[config.mk]
export PLATFORM = sky130hd
export DESIGN_NAME = asr_readout_ctrl
export DESIGN_NICKNAME = d
export VERILOG_FILES = /design/src/logic/asr_pkg.sv /design/src/logic/asr_fifo.sv /design/src/logic/asr_readout_ctrl.sv
export SDC_FILE = /design/constraint.sdc
export NUM_CORES = 1
export LEC_CHECK = 0
export ABC_AREA = 1
export BUFFER_PORTS_ARGS = -buffer_cell sky130_fd_sc_hd__buf_4
export CORE_MARGIN = 2
export CORE_UTILIZATION = 35
export DETAILED_ROUTE_END_ITERATION = 8
export SYNTH_ARGS = -nofsm -noshare
export SYNTH_HDL_FRONTEND = slang
export SYNTH_HIERARCHICAL = 1
export SYNTH_SLANG_ARGS = --single-unit
export TNS_END_PERCENT = 20
[constraint.sdc]
create_clock -name i_mclk -period 2.68 [get_ports i_mclk]
set_clock_uncertainty 0.1 [all_clocks]
set_input_delay 0.268 -clock i_mclk [delete_from_list [all_inputs] [get_ports i_mclk]]
set_output_delay 0.268 -clock i_mclk [all_outputs]
set_load 0.1 [all_outputs]
[src/logic/asr_pkg.sv]
// Shared constants and types for the serial readout control of the converter
package asr_pkg;

  // ==========================================================================
  // Widths
  localparam int unsigned RES_W = 24;              // Conversion word width
  localparam int unsigned CNT_W = 23;              // Timer width, covers all counts
  localparam int unsigned EDG_W = 5;               // Shift clock edge counter width

  // ==========================================================================
  // Timing
  localparam int unsigned CLK_PERIOD_NS = 4;       // Core clock period
  localparam int unsigned T_UPDATE_NS   = 39000;   // Output register update, least
  localparam int unsigned T_XTAL_NS     = 20000000; // Crystal start-up, about 20 ms
  // Least times round up to whole cycles
  localparam int unsigned UPDATE_CYC = (T_UPDATE_NS + CLK_PERIOD_NS - 1) / CLK_PERIOD_NS;
  localparam int unsigned XTAL_CYC   = (T_XTAL_NS + CLK_PERIOD_NS - 1) / CLK_PERIOD_NS;
  localparam int unsigned CONV_CLKS_SLOW = 491520; // Clocks per result, slow rate
  localparam int unsigned CONV_CLKS_FAST = 61440;  // Clocks per result, fast rate

  // ==========================================================================
  // Shift clock edge counts after a ready indication
  localparam logic [EDG_W-1:0] EDGE_RESET = 5'h00;
  localparam logic [EDG_W-1:0] EDGE_LAST  = 5'h18; // Bits 1..24 shifted out
  localparam logic [EDG_W-1:0] EDGE_HIGH  = 5'h18; // Count before the 25th edge
  localparam logic [EDG_W-1:0] EDGE_CAL   = 5'h19; // Count before the 26th edge
  localparam logic [EDG_W-1:0] EDGE_STOP  = 5'h1a; // Saturation, later edges ignored

  // ==========================================================================
  // Reset values and codes
  localparam logic [RES_W-1:0] OFFSET_RESET = 24'h000000;
  localparam logic [RES_W-1:0] CODE_POS_FS  = 24'h7fffff;
  localparam logic [RES_W-1:0] CODE_NEG_FS  = 24'h800000;
  localparam logic [CNT_W-1:0] CNT_ZERO     = 23'h000000;
  localparam logic             LINE_IDLE    = 1'b1;

  // ==========================================================================
  // Control states
  typedef enum logic [2:0] {
    ST_OFF     = 3'b000,
    ST_WAKE    = 3'b001,
    ST_CONV    = 3'b010,
    ST_UPDATE  = 3'b011,
    ST_STANDBY = 3'b100
  } asr_state_t;

endpackage

[src/logic/asr_fifo.sv]
// Small valid/ready buffer for raw conversion words
`timescale 1ns/10ps
module asr_fifo #(
  parameter int unsigned WIDTH = 24,
  parameter int unsigned DEPTH = 2
) (
  input  wire logic             i_mclk,
  input  wire logic             i_srst,
  input  wire logic             i_wr_valid,
  input  wire logic [WIDTH-1:0] i_wr_data,
  output logic                  o_wr_ready,
  output logic                  o_rd_valid,
  output logic      [WIDTH-1:0] o_rd_data,
  input  wire logic             i_rd_ready
);

  localparam int unsigned AW = (DEPTH > 1) ? $clog2(DEPTH) : 1;
  localparam int unsigned CW = $clog2(DEPTH + 1);

  // ==========================================================================
  // Parameter check
  generate
    if (DEPTH < 2 || (DEPTH & (DEPTH - 1)) != 0 || WIDTH < 1) begin : g_bad
      $error("asr_fifo: DEPTH must be a power of two of at least 2");
    end
  endgenerate

  logic [WIDTH-1:0] mem_r [DEPTH];
  logic [AW-1:0]    wr_ptr_r;
  logic [AW-1:0]    rd_ptr_r;
  logic [CW-1:0]    count_r;
  logic             push;
  logic             pop;

  // Handshakes; full and empty come straight from the fill count
  assign o_wr_ready = (count_r != CW'(DEPTH));
  assign o_rd_valid = (count_r != '0);
  assign o_rd_data  = mem_r[rd_ptr_r];
  assign push       = i_wr_valid && o_wr_ready;
  assign pop        = o_rd_valid && i_rd_ready;

  // Storage has no reset; only valid entries are ever read
  always_ff @(posedge i_mclk) begin
    if (push) begin
      mem_r[wr_ptr_r] <= i_wr_data;
    end
  end

  // Pointers wrap naturally since depth is a power of two
  always_ff @(posedge i_mclk) begin
    if (i_srst) begin
      wr_ptr_r <= '0;
      rd_ptr_r <= '0;
    end else begin
      if (push) begin
        wr_ptr_r <= wr_ptr_r + 1'b1;
      end
      if (pop) begin
        rd_ptr_r <= rd_ptr_r + 1'b1;
      end
    end
  end

  // Fill count
  always_ff @(posedge i_mclk) begin
    if (i_srst) begin
      count_r <= '0;
    end else begin
      case ({push, pop})
        2'b10:   count_r <= count_r + 1'b1;
        2'b01:   count_r <= count_r - 1'b1;
        default: count_r <= count_r;
      endcase
    end
  end

endmodule

[src/logic/asr_readout_ctrl.sv]
// Conversion sequencing and serial readout control of the converter
`timescale 1ns/10ps

// Summary of operation
// - After power-up and reset, convert continuously without any host command.
// - Drive the data/ready line low when a conversion result is ready.
// - Each shift clock rising edge after ready puts out one bit, MSB first.
// - Hold LSB after 24 edges; next result raises then lowers the line.
// - An unread or partly read result is overwritten by the newer one.
// - A 25th edge forces the line high until the next result.
// - A 26th edge after a read starts offset calibration at once.
// - Calibration converts shorted inputs, stores offset, subtracts it later.
// - Line goes low when offset calibration has finished.
// - Standby powers down everything except the crystal amplifier.
// - Shift clock low leaves standby; first new result pulls line low.
// - Standby entered after extra edges calibrates on return before results.
// - Power-down low shuts down all circuitry including the oscillator.
// - External clock resumes at once; crystal waits about 20 ms.
// - A result takes 491,520 clocks slow or 61,440 clocks fast.
// - Results are 24-bit two's complement, clipped to full scale codes.
module asr_readout_ctrl
  import asr_pkg::*;
#(
  parameter int unsigned CONV_SLOW_P  = CONV_CLKS_SLOW,
  parameter int unsigned CONV_FAST_P  = CONV_CLKS_FAST,
  parameter int unsigned UPDATE_CYC_P = UPDATE_CYC,
  parameter int unsigned XTAL_CYC_P   = XTAL_CYC,
  parameter int unsigned BUF_DEPTH    = 2
) (
  input  wire logic             i_mclk,
  input  wire logic             i_srst,
  input  wire logic             i_power_down_n,
  input  wire logic             i_sclk,
  input  wire logic             i_rate_fast,
  input  wire logic             i_xtal_sel,
  input  wire logic             i_raw_valid,
  input  wire logic [RES_W-1:0] i_raw_data,
  output logic                  o_raw_ready,
  output logic                  o_data_ready_out,
  output logic                  o_analog_en,
  output logic                  o_osc_en,
  output logic                  o_short_inputs,
  output logic                  o_standby,
  output logic                  o_calibrating
);

  // ==========================================================================
  // Parameter check
  generate
    if (CONV_SLOW_P < 2 || CONV_FAST_P < 2 || XTAL_CYC_P < 1 ||
        CONV_SLOW_P >= (1 << CNT_W) || CONV_FAST_P >= (1 << CNT_W) ||
        XTAL_CYC_P >= (1 << CNT_W) || UPDATE_CYC_P < 1 ||
        UPDATE_CYC_P >= CONV_FAST_P || UPDATE_CYC_P >= CONV_SLOW_P) begin : g_bad
      $error("asr_readout_ctrl: counts out of range for the timers");
    end
  endgenerate

  // ==========================================================================
  // Declarations
  asr_state_t       state_r;
  asr_state_t       state_nxt;
  logic [3:0]       sync1_r;
  logic [3:0]       sync2_r;
  logic             pdn_s;
  logic             sclk_s;
  logic             rate_s;
  logic             xtal_s;
  logic             sclk_d_r;
  logic             sclk_rise;
  logic [CNT_W-1:0] tmr_r;
  logic [CNT_W-1:0] tmr_lim;
  logic             tmr_hit;
  logic [CNT_W-1:0] upd_r;
  logic             upd_done;
  logic             fast_r;
  logic             buf_valid;
  logic [RES_W-1:0] buf_data;
  logic             buf_ready;
  logic             conv_done;
  logic             restart;
  logic             pu_reset;
  logic             cal_r;
  logic             cal_start;
  logic [RES_W-1:0] offset_r;
  logic [RES_W:0]   diff;
  logic [RES_W-1:0] corrected;
  logic [RES_W-1:0] pending_r;
  logic [RES_W-1:0] shreg_r;
  logic [EDG_W-1:0] edge_r;
  logic             dout_r;
  logic             shift_ok;

  // ==========================================================================
  // Pin synchronisers
  // Every pin is asynchronous to the core clock; the first stage feeds
  // only the second one to keep metastability out of the logic.
  always_ff @(posedge i_mclk) begin
    if (i_srst) begin
      sync1_r <= 4'h0;
      sync2_r <= 4'h0;
    end else begin
      sync1_r <= {i_xtal_sel, i_rate_fast, i_sclk, i_power_down_n};
      sync2_r <= sync1_r;
    end
  end

  assign pdn_s  = sync2_r[0];
  assign sclk_s = sync2_r[1];
  assign rate_s = sync2_r[2];
  assign xtal_s = sync2_r[3];

  // Shift clock edge finder; the link clock is slow enough to sample
  always_ff @(posedge i_mclk) begin
    if (i_srst) begin
      sclk_d_r <= 1'b0;
    end else begin
      sclk_d_r <= sclk_s;
    end
  end

  assign sclk_rise = sclk_s && !sclk_d_r;

  // ==========================================================================
  // Raw conversion buffer
  // Words from the modulator wait here; when it fills, its ready stalls
  // the modulator so no word is lost while a conversion is pending.
  asr_fifo #(
    .WIDTH (RES_W),
    .DEPTH (BUF_DEPTH)
  ) u_raw_buf (
    .i_mclk     (i_mclk),
    .i_srst     (i_srst),
    .i_wr_valid (i_raw_valid),
    .i_wr_data  (i_raw_data),
    .o_wr_ready (o_raw_ready),
    .o_rd_valid (buf_valid),
    .o_rd_data  (buf_data),
    .i_rd_ready (buf_ready)
  );

  // Drain on completion; flush stale words whenever converting is off
  assign buf_ready = conv_done || (state_r == ST_OFF) ||
                     (state_r == ST_WAKE) || (state_r == ST_STANDBY);

  // ==========================================================================
  // Conversion timer
  // One timer serves the crystal wait and the conversion period; its
  // limit depends on the state and the rate latched at each restart.
  always_comb begin
    if (state_r == ST_WAKE) begin
      tmr_lim = CNT_W'(XTAL_CYC_P - 1);
    end else if (fast_r) begin
      tmr_lim = CNT_W'(CONV_FAST_P - 1);
    end else begin
      tmr_lim = CNT_W'(CONV_SLOW_P - 1);
    end
  end

  assign tmr_hit   = (tmr_r == tmr_lim);
  // A result completes once the period is over and a word is at hand
  assign conv_done = (state_r == ST_CONV) && tmr_hit && buf_valid;
  assign pu_reset  = (state_r == ST_OFF) && pdn_s;
  assign restart   = conv_done || cal_start || (state_r != ST_CONV);

  // Timer holds at its limit while waiting for the modulator
  always_ff @(posedge i_mclk) begin
    if (i_srst) begin
      tmr_r <= CNT_ZERO;
    end else if ((state_r == ST_WAKE) && !tmr_hit) begin
      tmr_r <= tmr_r + 1'b1;
    end else if ((state_r == ST_UPDATE) && !tmr_hit) begin
      tmr_r <= tmr_r + 1'b1;
    end else if (state_r == ST_UPDATE) begin
      tmr_r <= tmr_r;
    end else if (restart) begin
      tmr_r <= CNT_ZERO;
    end else if (!tmr_hit) begin
      tmr_r <= tmr_r + 1'b1;
    end
  end

  // Rate select sampled at the start of each period
  always_ff @(posedge i_mclk) begin
    if (i_srst) begin
      fast_r <= 1'b0;
    end else if (restart && (state_r != ST_UPDATE)) begin
      fast_r <= rate_s;
    end
  end

  // ==========================================================================
  // Output register update interval
  // The line stays high this long before a result; the next conversion
  // keeps running meanwhile, which is why the count must be shorter.
  always_ff @(posedge i_mclk) begin
    if (i_srst) begin
      upd_r <= CNT_ZERO;
    end else if (state_r != ST_UPDATE) begin
      upd_r <= CNT_ZERO;
    end else if (!upd_done) begin
      upd_r <= upd_r + 1'b1;
    end
  end

  assign upd_done = (upd_r == CNT_W'(UPDATE_CYC_P - 1));

  // ==========================================================================
  // Control state machine
  always_comb begin
    state_nxt = state_r;
    case (state_r)
      ST_OFF: begin
        if (pdn_s) begin
          state_nxt = xtal_s ? ST_WAKE : ST_CONV;
        end
      end
      ST_WAKE: begin
        if (tmr_hit) begin
          state_nxt = ST_CONV;
        end
      end
      ST_CONV: begin
        if (conv_done) begin
          state_nxt = sclk_s ? ST_STANDBY : ST_UPDATE;
        end
      end
      ST_UPDATE: begin
        if (upd_done) begin
          state_nxt = ST_CONV;
        end
      end
      ST_STANDBY: begin
        if (!sclk_s) begin
          state_nxt = ST_CONV;
        end
      end
      default: begin
        state_nxt = ST_OFF;
      end
    endcase
    if (!pdn_s) begin
      state_nxt = ST_OFF;
    end
  end

  always_ff @(posedge i_mclk) begin
    if (i_srst) begin
      state_r <= ST_OFF;
    end else begin
      state_r <= state_nxt;
    end
  end

  // ==========================================================================
  // Offset calibration
  // The request survives standby, so a calibration asked for before
  // standby runs on the way back out.
  assign cal_start = (state_r == ST_CONV) && sclk_rise && (edge_r == EDGE_CAL);

  always_ff @(posedge i_mclk) begin
    if (i_srst || (state_r == ST_OFF)) begin
      cal_r <= 1'b0;
    end else if (cal_start) begin
      cal_r <= 1'b1;
    end else if (conv_done && !sclk_s) begin
      cal_r <= 1'b0;
    end
  end

  // Offset word; cleared by the power-up reset
  always_ff @(posedge i_mclk) begin
    if (i_srst || pu_reset) begin
      offset_r <= OFFSET_RESET;
    end else if (conv_done && !sclk_s && cal_r) begin
      offset_r <= buf_data;
    end
  end

  // ==========================================================================
  // Result correction
  // Subtract the offset one bit wider, then clip to full scale codes.
  assign diff = {buf_data[RES_W-1], buf_data} - {offset_r[RES_W-1], offset_r};

  always_comb begin
    if (diff[RES_W] && !diff[RES_W-1]) begin
      corrected = CODE_NEG_FS;
    end else if (!diff[RES_W] && diff[RES_W-1]) begin
      corrected = CODE_POS_FS;
    end else begin
      corrected = diff[RES_W-1:0];
    end
  end

  // Newest word always wins over one not yet read
  always_ff @(posedge i_mclk) begin
    if (i_srst) begin
      pending_r <= OFFSET_RESET;
    end else if (conv_done && !sclk_s) begin
      pending_r <= cal_r ? OFFSET_RESET : corrected;
    end
  end

  // ==========================================================================
  // Serial shifter and edge counter
  assign shift_ok = (state_r == ST_CONV) && sclk_rise && (edge_r != EDGE_STOP);

  always_ff @(posedge i_mclk) begin
    if (i_srst) begin
      edge_r <= EDGE_STOP;
    end else if ((state_r == ST_UPDATE) && upd_done) begin
      edge_r <= EDGE_RESET;
    end else if (state_r != ST_CONV) begin
      edge_r <= edge_r;
    end else if (shift_ok) begin
      edge_r <= edge_r + 1'b1;
    end
  end

  // Result loads with the ready indication, then moves one bit per edge
  always_ff @(posedge i_mclk) begin
    if (i_srst) begin
      shreg_r <= OFFSET_RESET;
    end else if ((state_r == ST_UPDATE) && upd_done) begin
      shreg_r <= pending_r;
    end else if (shift_ok && (edge_r < EDGE_LAST)) begin
      shreg_r <= {shreg_r[RES_W-2:0], 1'b0};
    end
  end

  // ==========================================================================
  // Data/ready line
  // Bits change on the rising edge so they are steady for the host at
  // the falling edge; the sampling adds a few core cycles of delay.
  always_ff @(posedge i_mclk) begin
    if (i_srst) begin
      dout_r <= LINE_IDLE;
    end else if (state_r == ST_OFF || state_r == ST_WAKE) begin
      dout_r <= LINE_IDLE;
    end else if (conv_done) begin
      dout_r <= 1'b1;
    end else if ((state_r == ST_UPDATE) && upd_done) begin
      dout_r <= 1'b0;
    end else if (shift_ok && (edge_r < EDGE_LAST)) begin
      dout_r <= shreg_r[RES_W-1];
    end else if (shift_ok && (edge_r == EDGE_HIGH)) begin
      dout_r <= 1'b1;
    end
  end

  assign o_data_ready_out = dout_r;

  // ==========================================================================
  // Power controls
  // The crystal amplifier stays on in standby; only power-down or reset stops it.
  assign o_analog_en    = (state_r == ST_CONV) || (state_r == ST_UPDATE);
  assign o_osc_en       = (state_r != ST_OFF);
  assign o_standby      = (state_r == ST_STANDBY);
  assign o_calibrating  = cal_r;
  assign o_short_inputs = cal_r && o_analog_en;

endmodule
==> impl_metrics.json <==
{
  "leakagePower_nw": 5.39,
  "syn_inst": 1398,
  "die_x_um": 176,
  "finalSetupViolCount": 23,
  "critical_path_class": "reg -> reg",
  "synthesis.nets": 1462,
  "hold_slack_ns": 0.188,
  "post-route-cell-area_um2": 13200,
  "cts_buffers": 17,
  "clk_pin_slew_ns": 0.08,
  "drv_slew": 0,
  "synth_edf_count": 48,
  "nFillCells": 2910,
  "synthFlopType": "dfxtp_1",
  "grt_util_all_layers_pct": 16.6,
  "violations": "negative setup slack",
  "gp_congestion": 0.954,
  "area_delta_synth_final_pct": 27.3,
  "core_um2": 29400,
  "ioPinCount": 38,
  "yosysTopAreaCell": "dfxtp_1",
  "grt_setup_unrepaired": "true",
  "clock_sinks": 191,
  "synth_cell_types": 43,
  "drtIter0Drc": 521,
  "placed_cell_area_um2": 11900,
  "viasPerCell": 4.85,
  "drc": 0,
  "worst_slack_ns": -0.131,
  "fmax_mhz": 356,
  "dp_hpwl_mm": 18.9,
  "dp_cells": 1898,
  "final.period_utilization_pct": 105,
  "postSynth.asyncResetShare_pct": 0,
  "powerDensity_nw_per_um2": 706,
  "status": "finished, violations left",
  "ys_top_cells_by_area": "dfxtp_1 28%, edfxtp_1 14%, nand2_1 10%, nor2_1 7.1%, inv_1 5.8%",
  "cp.required_ns": 2.95,
  "pwr-share-comb_pct": 37.5,
  "final-seq-area_um2": 4310,
  "grt_pass1_vias": 8685,
  "worst_pin_slew_ns": 0.565,
  "min_to": "sync2_r[1]",
  "drive_above_1_share_pct": 18.5,
  "power_switching_share_pct": 34.9,
  "hold_viol_final": 0,
  "port_buffers": 37,
  "period_minus_slack_ns": 2.81,
  "synth_seq_area_share_pct": 41.5,
  "dieArea_um2": 31100,
  "ys_warn_count": 6,
  "cp_max_fo": 6,
  "grt_pass1_wl_mm": 42.0,
  "num_rows": 63,
  "total_power_mw": 9.34,
  "whs_path_depth": 2,
  "grt_max_degree": 51,
  "drt-pass1-iter-count": 5,
  "setup-tns-final_ns": -2.12,
  "cap_violations": 0,
  "hold_path_class": "in -> reg",
  "initial_core_util_pct": 35.3,
  "diodes": 0,
  "finalCoreUtilization_pct": 45.0,
  "dieHeight_um": 176,
  "nets": 1627,
  "clk-insertion-delay-late_ns": 0.45,
  "ir_drop_v": 0.000554,
  "critPathCaptureType": "flop",
  "htreeDepth": 4,
  "multi_input_area_um2": 5600,
  "relSlewSlack_pct": 62.3,
  "r2r-end": "pending_r[12]",
  "p_sw_mw": 3.26,
  "clk_path_buf_depth": 2,
  "gr-total-overflow": 0,
  "routed_wl_mm": 26.1,
  "power.internal_mw": 6.08,
  "pwr-share-clk_pct": 28.6,
  "syn_avg_cell_area_um2": 7.43,
  "pre_cts_ws_ns": -0.128,
  "ys_ff_latch": 191,
  "synth_top_area_share_pct": 27.6,
  "r2r_cells": 18,
  "wire_per_inst_um": 13.3,
  "critical_path_arrival_ns": 3.08,
  "rrSetupSlack_ns": -0.13,
  "syn_area_um2": 10400,
  "final_cells": 1966,
  "vias": 9530,
  "cts_tree": "built",
  "root_buffer": "clkbuf_16",
  "startpoint_type": "flop",
  "min-delay-start": "i_srst",
  "seq_power_share_pct": 33.9,
  "final_antenna_net_count": 0,
  "antenna_found_initial": 0
}
power by group through the flow:
stage | Combinational, mW | Sequential [mW] | Clock [mW]
2_1_floorplan | 1.99 | 3.21 | 0
3_3_place_gp | 3.11 | 3.22 | 0
3_5_place_dp | 3.09 | 3.22 | 0
4_1_cts | 3.14 | 3.16 | 2.73
5_1_grt | 3.85 | 3.18 | 2.85
6_report | 3.50 | 3.16 | 2.67
cell usage after synthesis, types with 23 or more instances:
cell and n:
nand3_1 74, nand4_1 41, clkbuf_1 23, ha_1 32, nand2_1 290, nor3_1 66, a21oi_1 96, o21ai_0 60
dfxtp_1 143, edfxtp_1 48, xor2_1 24, nor2_1 196, inv_1 161
cells in the final DEF (no fill, tap or decap), types with 6 or more instances in the layout:
cell type / n
inv_2: 7
edfxtp_1: 48
ha_1: 13
nand2_1: 282
clkbuf_16: 20
nand4_1: 41
nor4_1: 11
dfxtp_1: 142
nor2_1: 185
nor3_1: 65
xnor2_1: 15
mux2_4: 23
a21oi_1: 88
dlygate4sd3_1: 29
inv_8: 6
nand3_1: 72
o21bai_1: 7
xor2_1: 24
buf_4: 146
a21oi_2: 7
nor2_2: 14
inv_1: 159
ha_4: 18
o21ai_1: 19
o21ai_0: 57
nand2_2: 11
routing by layer:
metal / vias to the layer above / wire (µm) / share of wire, % / GRT usage, %
met5: - / 0 / 0 / 0
met1: 4368 / 13000 / 50 / 23.6
met2: 183 / 11800 / 45 / 26.0
li1: 4945 / - / - / -
met3: 34 / 893 / 3.4 / 2.65
met4: 0 / 448 / 1.7 / 5.10
logic make-up after synthesis:
logic type,after synthesis,share of synthesized area [%]
compound gates,202,10.4
xor+xnor,39,3.29
fa+ha+maj,33,4.05
buf+inv,207,8.16
flops,191,41.5
mux,24,3.33
simple gates,702,29.3
flip-flops by register name (all words and copies together), names as in the netlist, named ones only:
signal and cells:
u_raw_buf/mem_r 48, offset_r 24, pending_r 24, shreg_r 24, tmr_r 23, upd_r 23, edge_r 5, sync1_r 4
sync2_r 4, state_r 3, u_raw_buf/count_r 2, fast_r 1, o_calibrating 1, o_data_ready_out 1, sclk_d_r 1, u_raw_buf/rd_ptr_r 1
u_raw_buf/wr_ptr_r 1
worst max-delay path, stage by stage (launching register included):
cell	delay, ns
dfxtp_4	0.40
buf_6	0.13
mux2_4	0.32
inv_4	0.06
ha_4	0.12
inv_2	0.03
fa_2	0.34
nand2_2	0.07
nand2_2	0.07
nand3_2	0.08
nand3_2	0.08
nand2_2	0.08
nand4_1	0.11
nand2_2	0.10
nor2_2	0.05
nor2_4	0.20
clkbuf_16	0.20
nand2_1	0.05
a21oi_1	0.12
worst max path at each step:
stage	cells past startpoint	endpoint	slack (ns)
2_1_floorplan	19	pending_r[10]	-0.08
3_3_place_gp	17	pending_r[16]	-0.15
3_5_place_dp	16	pending_r[11]	-0.13
4_1_cts	18	pending_r[0]	-0.12
5_1_grt	16	pending_r[12]	-0.31
6_report	18	pending_r[12]	-0.13
layout make-up:
type | count | share of cell area (%)
clock buffer | 17 | 3.22
tap | 390 | 3.69
timing repair buffer | 184 | 11.8
sequential | 191 | 32.6
clock inverter | 15 | 1.50
inverter | 169 | 4.85
multi-input combinational | 1000 | 42.3
repair_timing:
item,4_1_cts,5_1_grt
endpoints found under the hold margin,53,0
hold buffers,29,0
setup buffers,0,3
endpoints found under the setup margin,23,50
pin swaps,0,7
gates cloned,0,4
resized for setup,3,58
No activity file was read; power rests on OpenSTA's default activity.
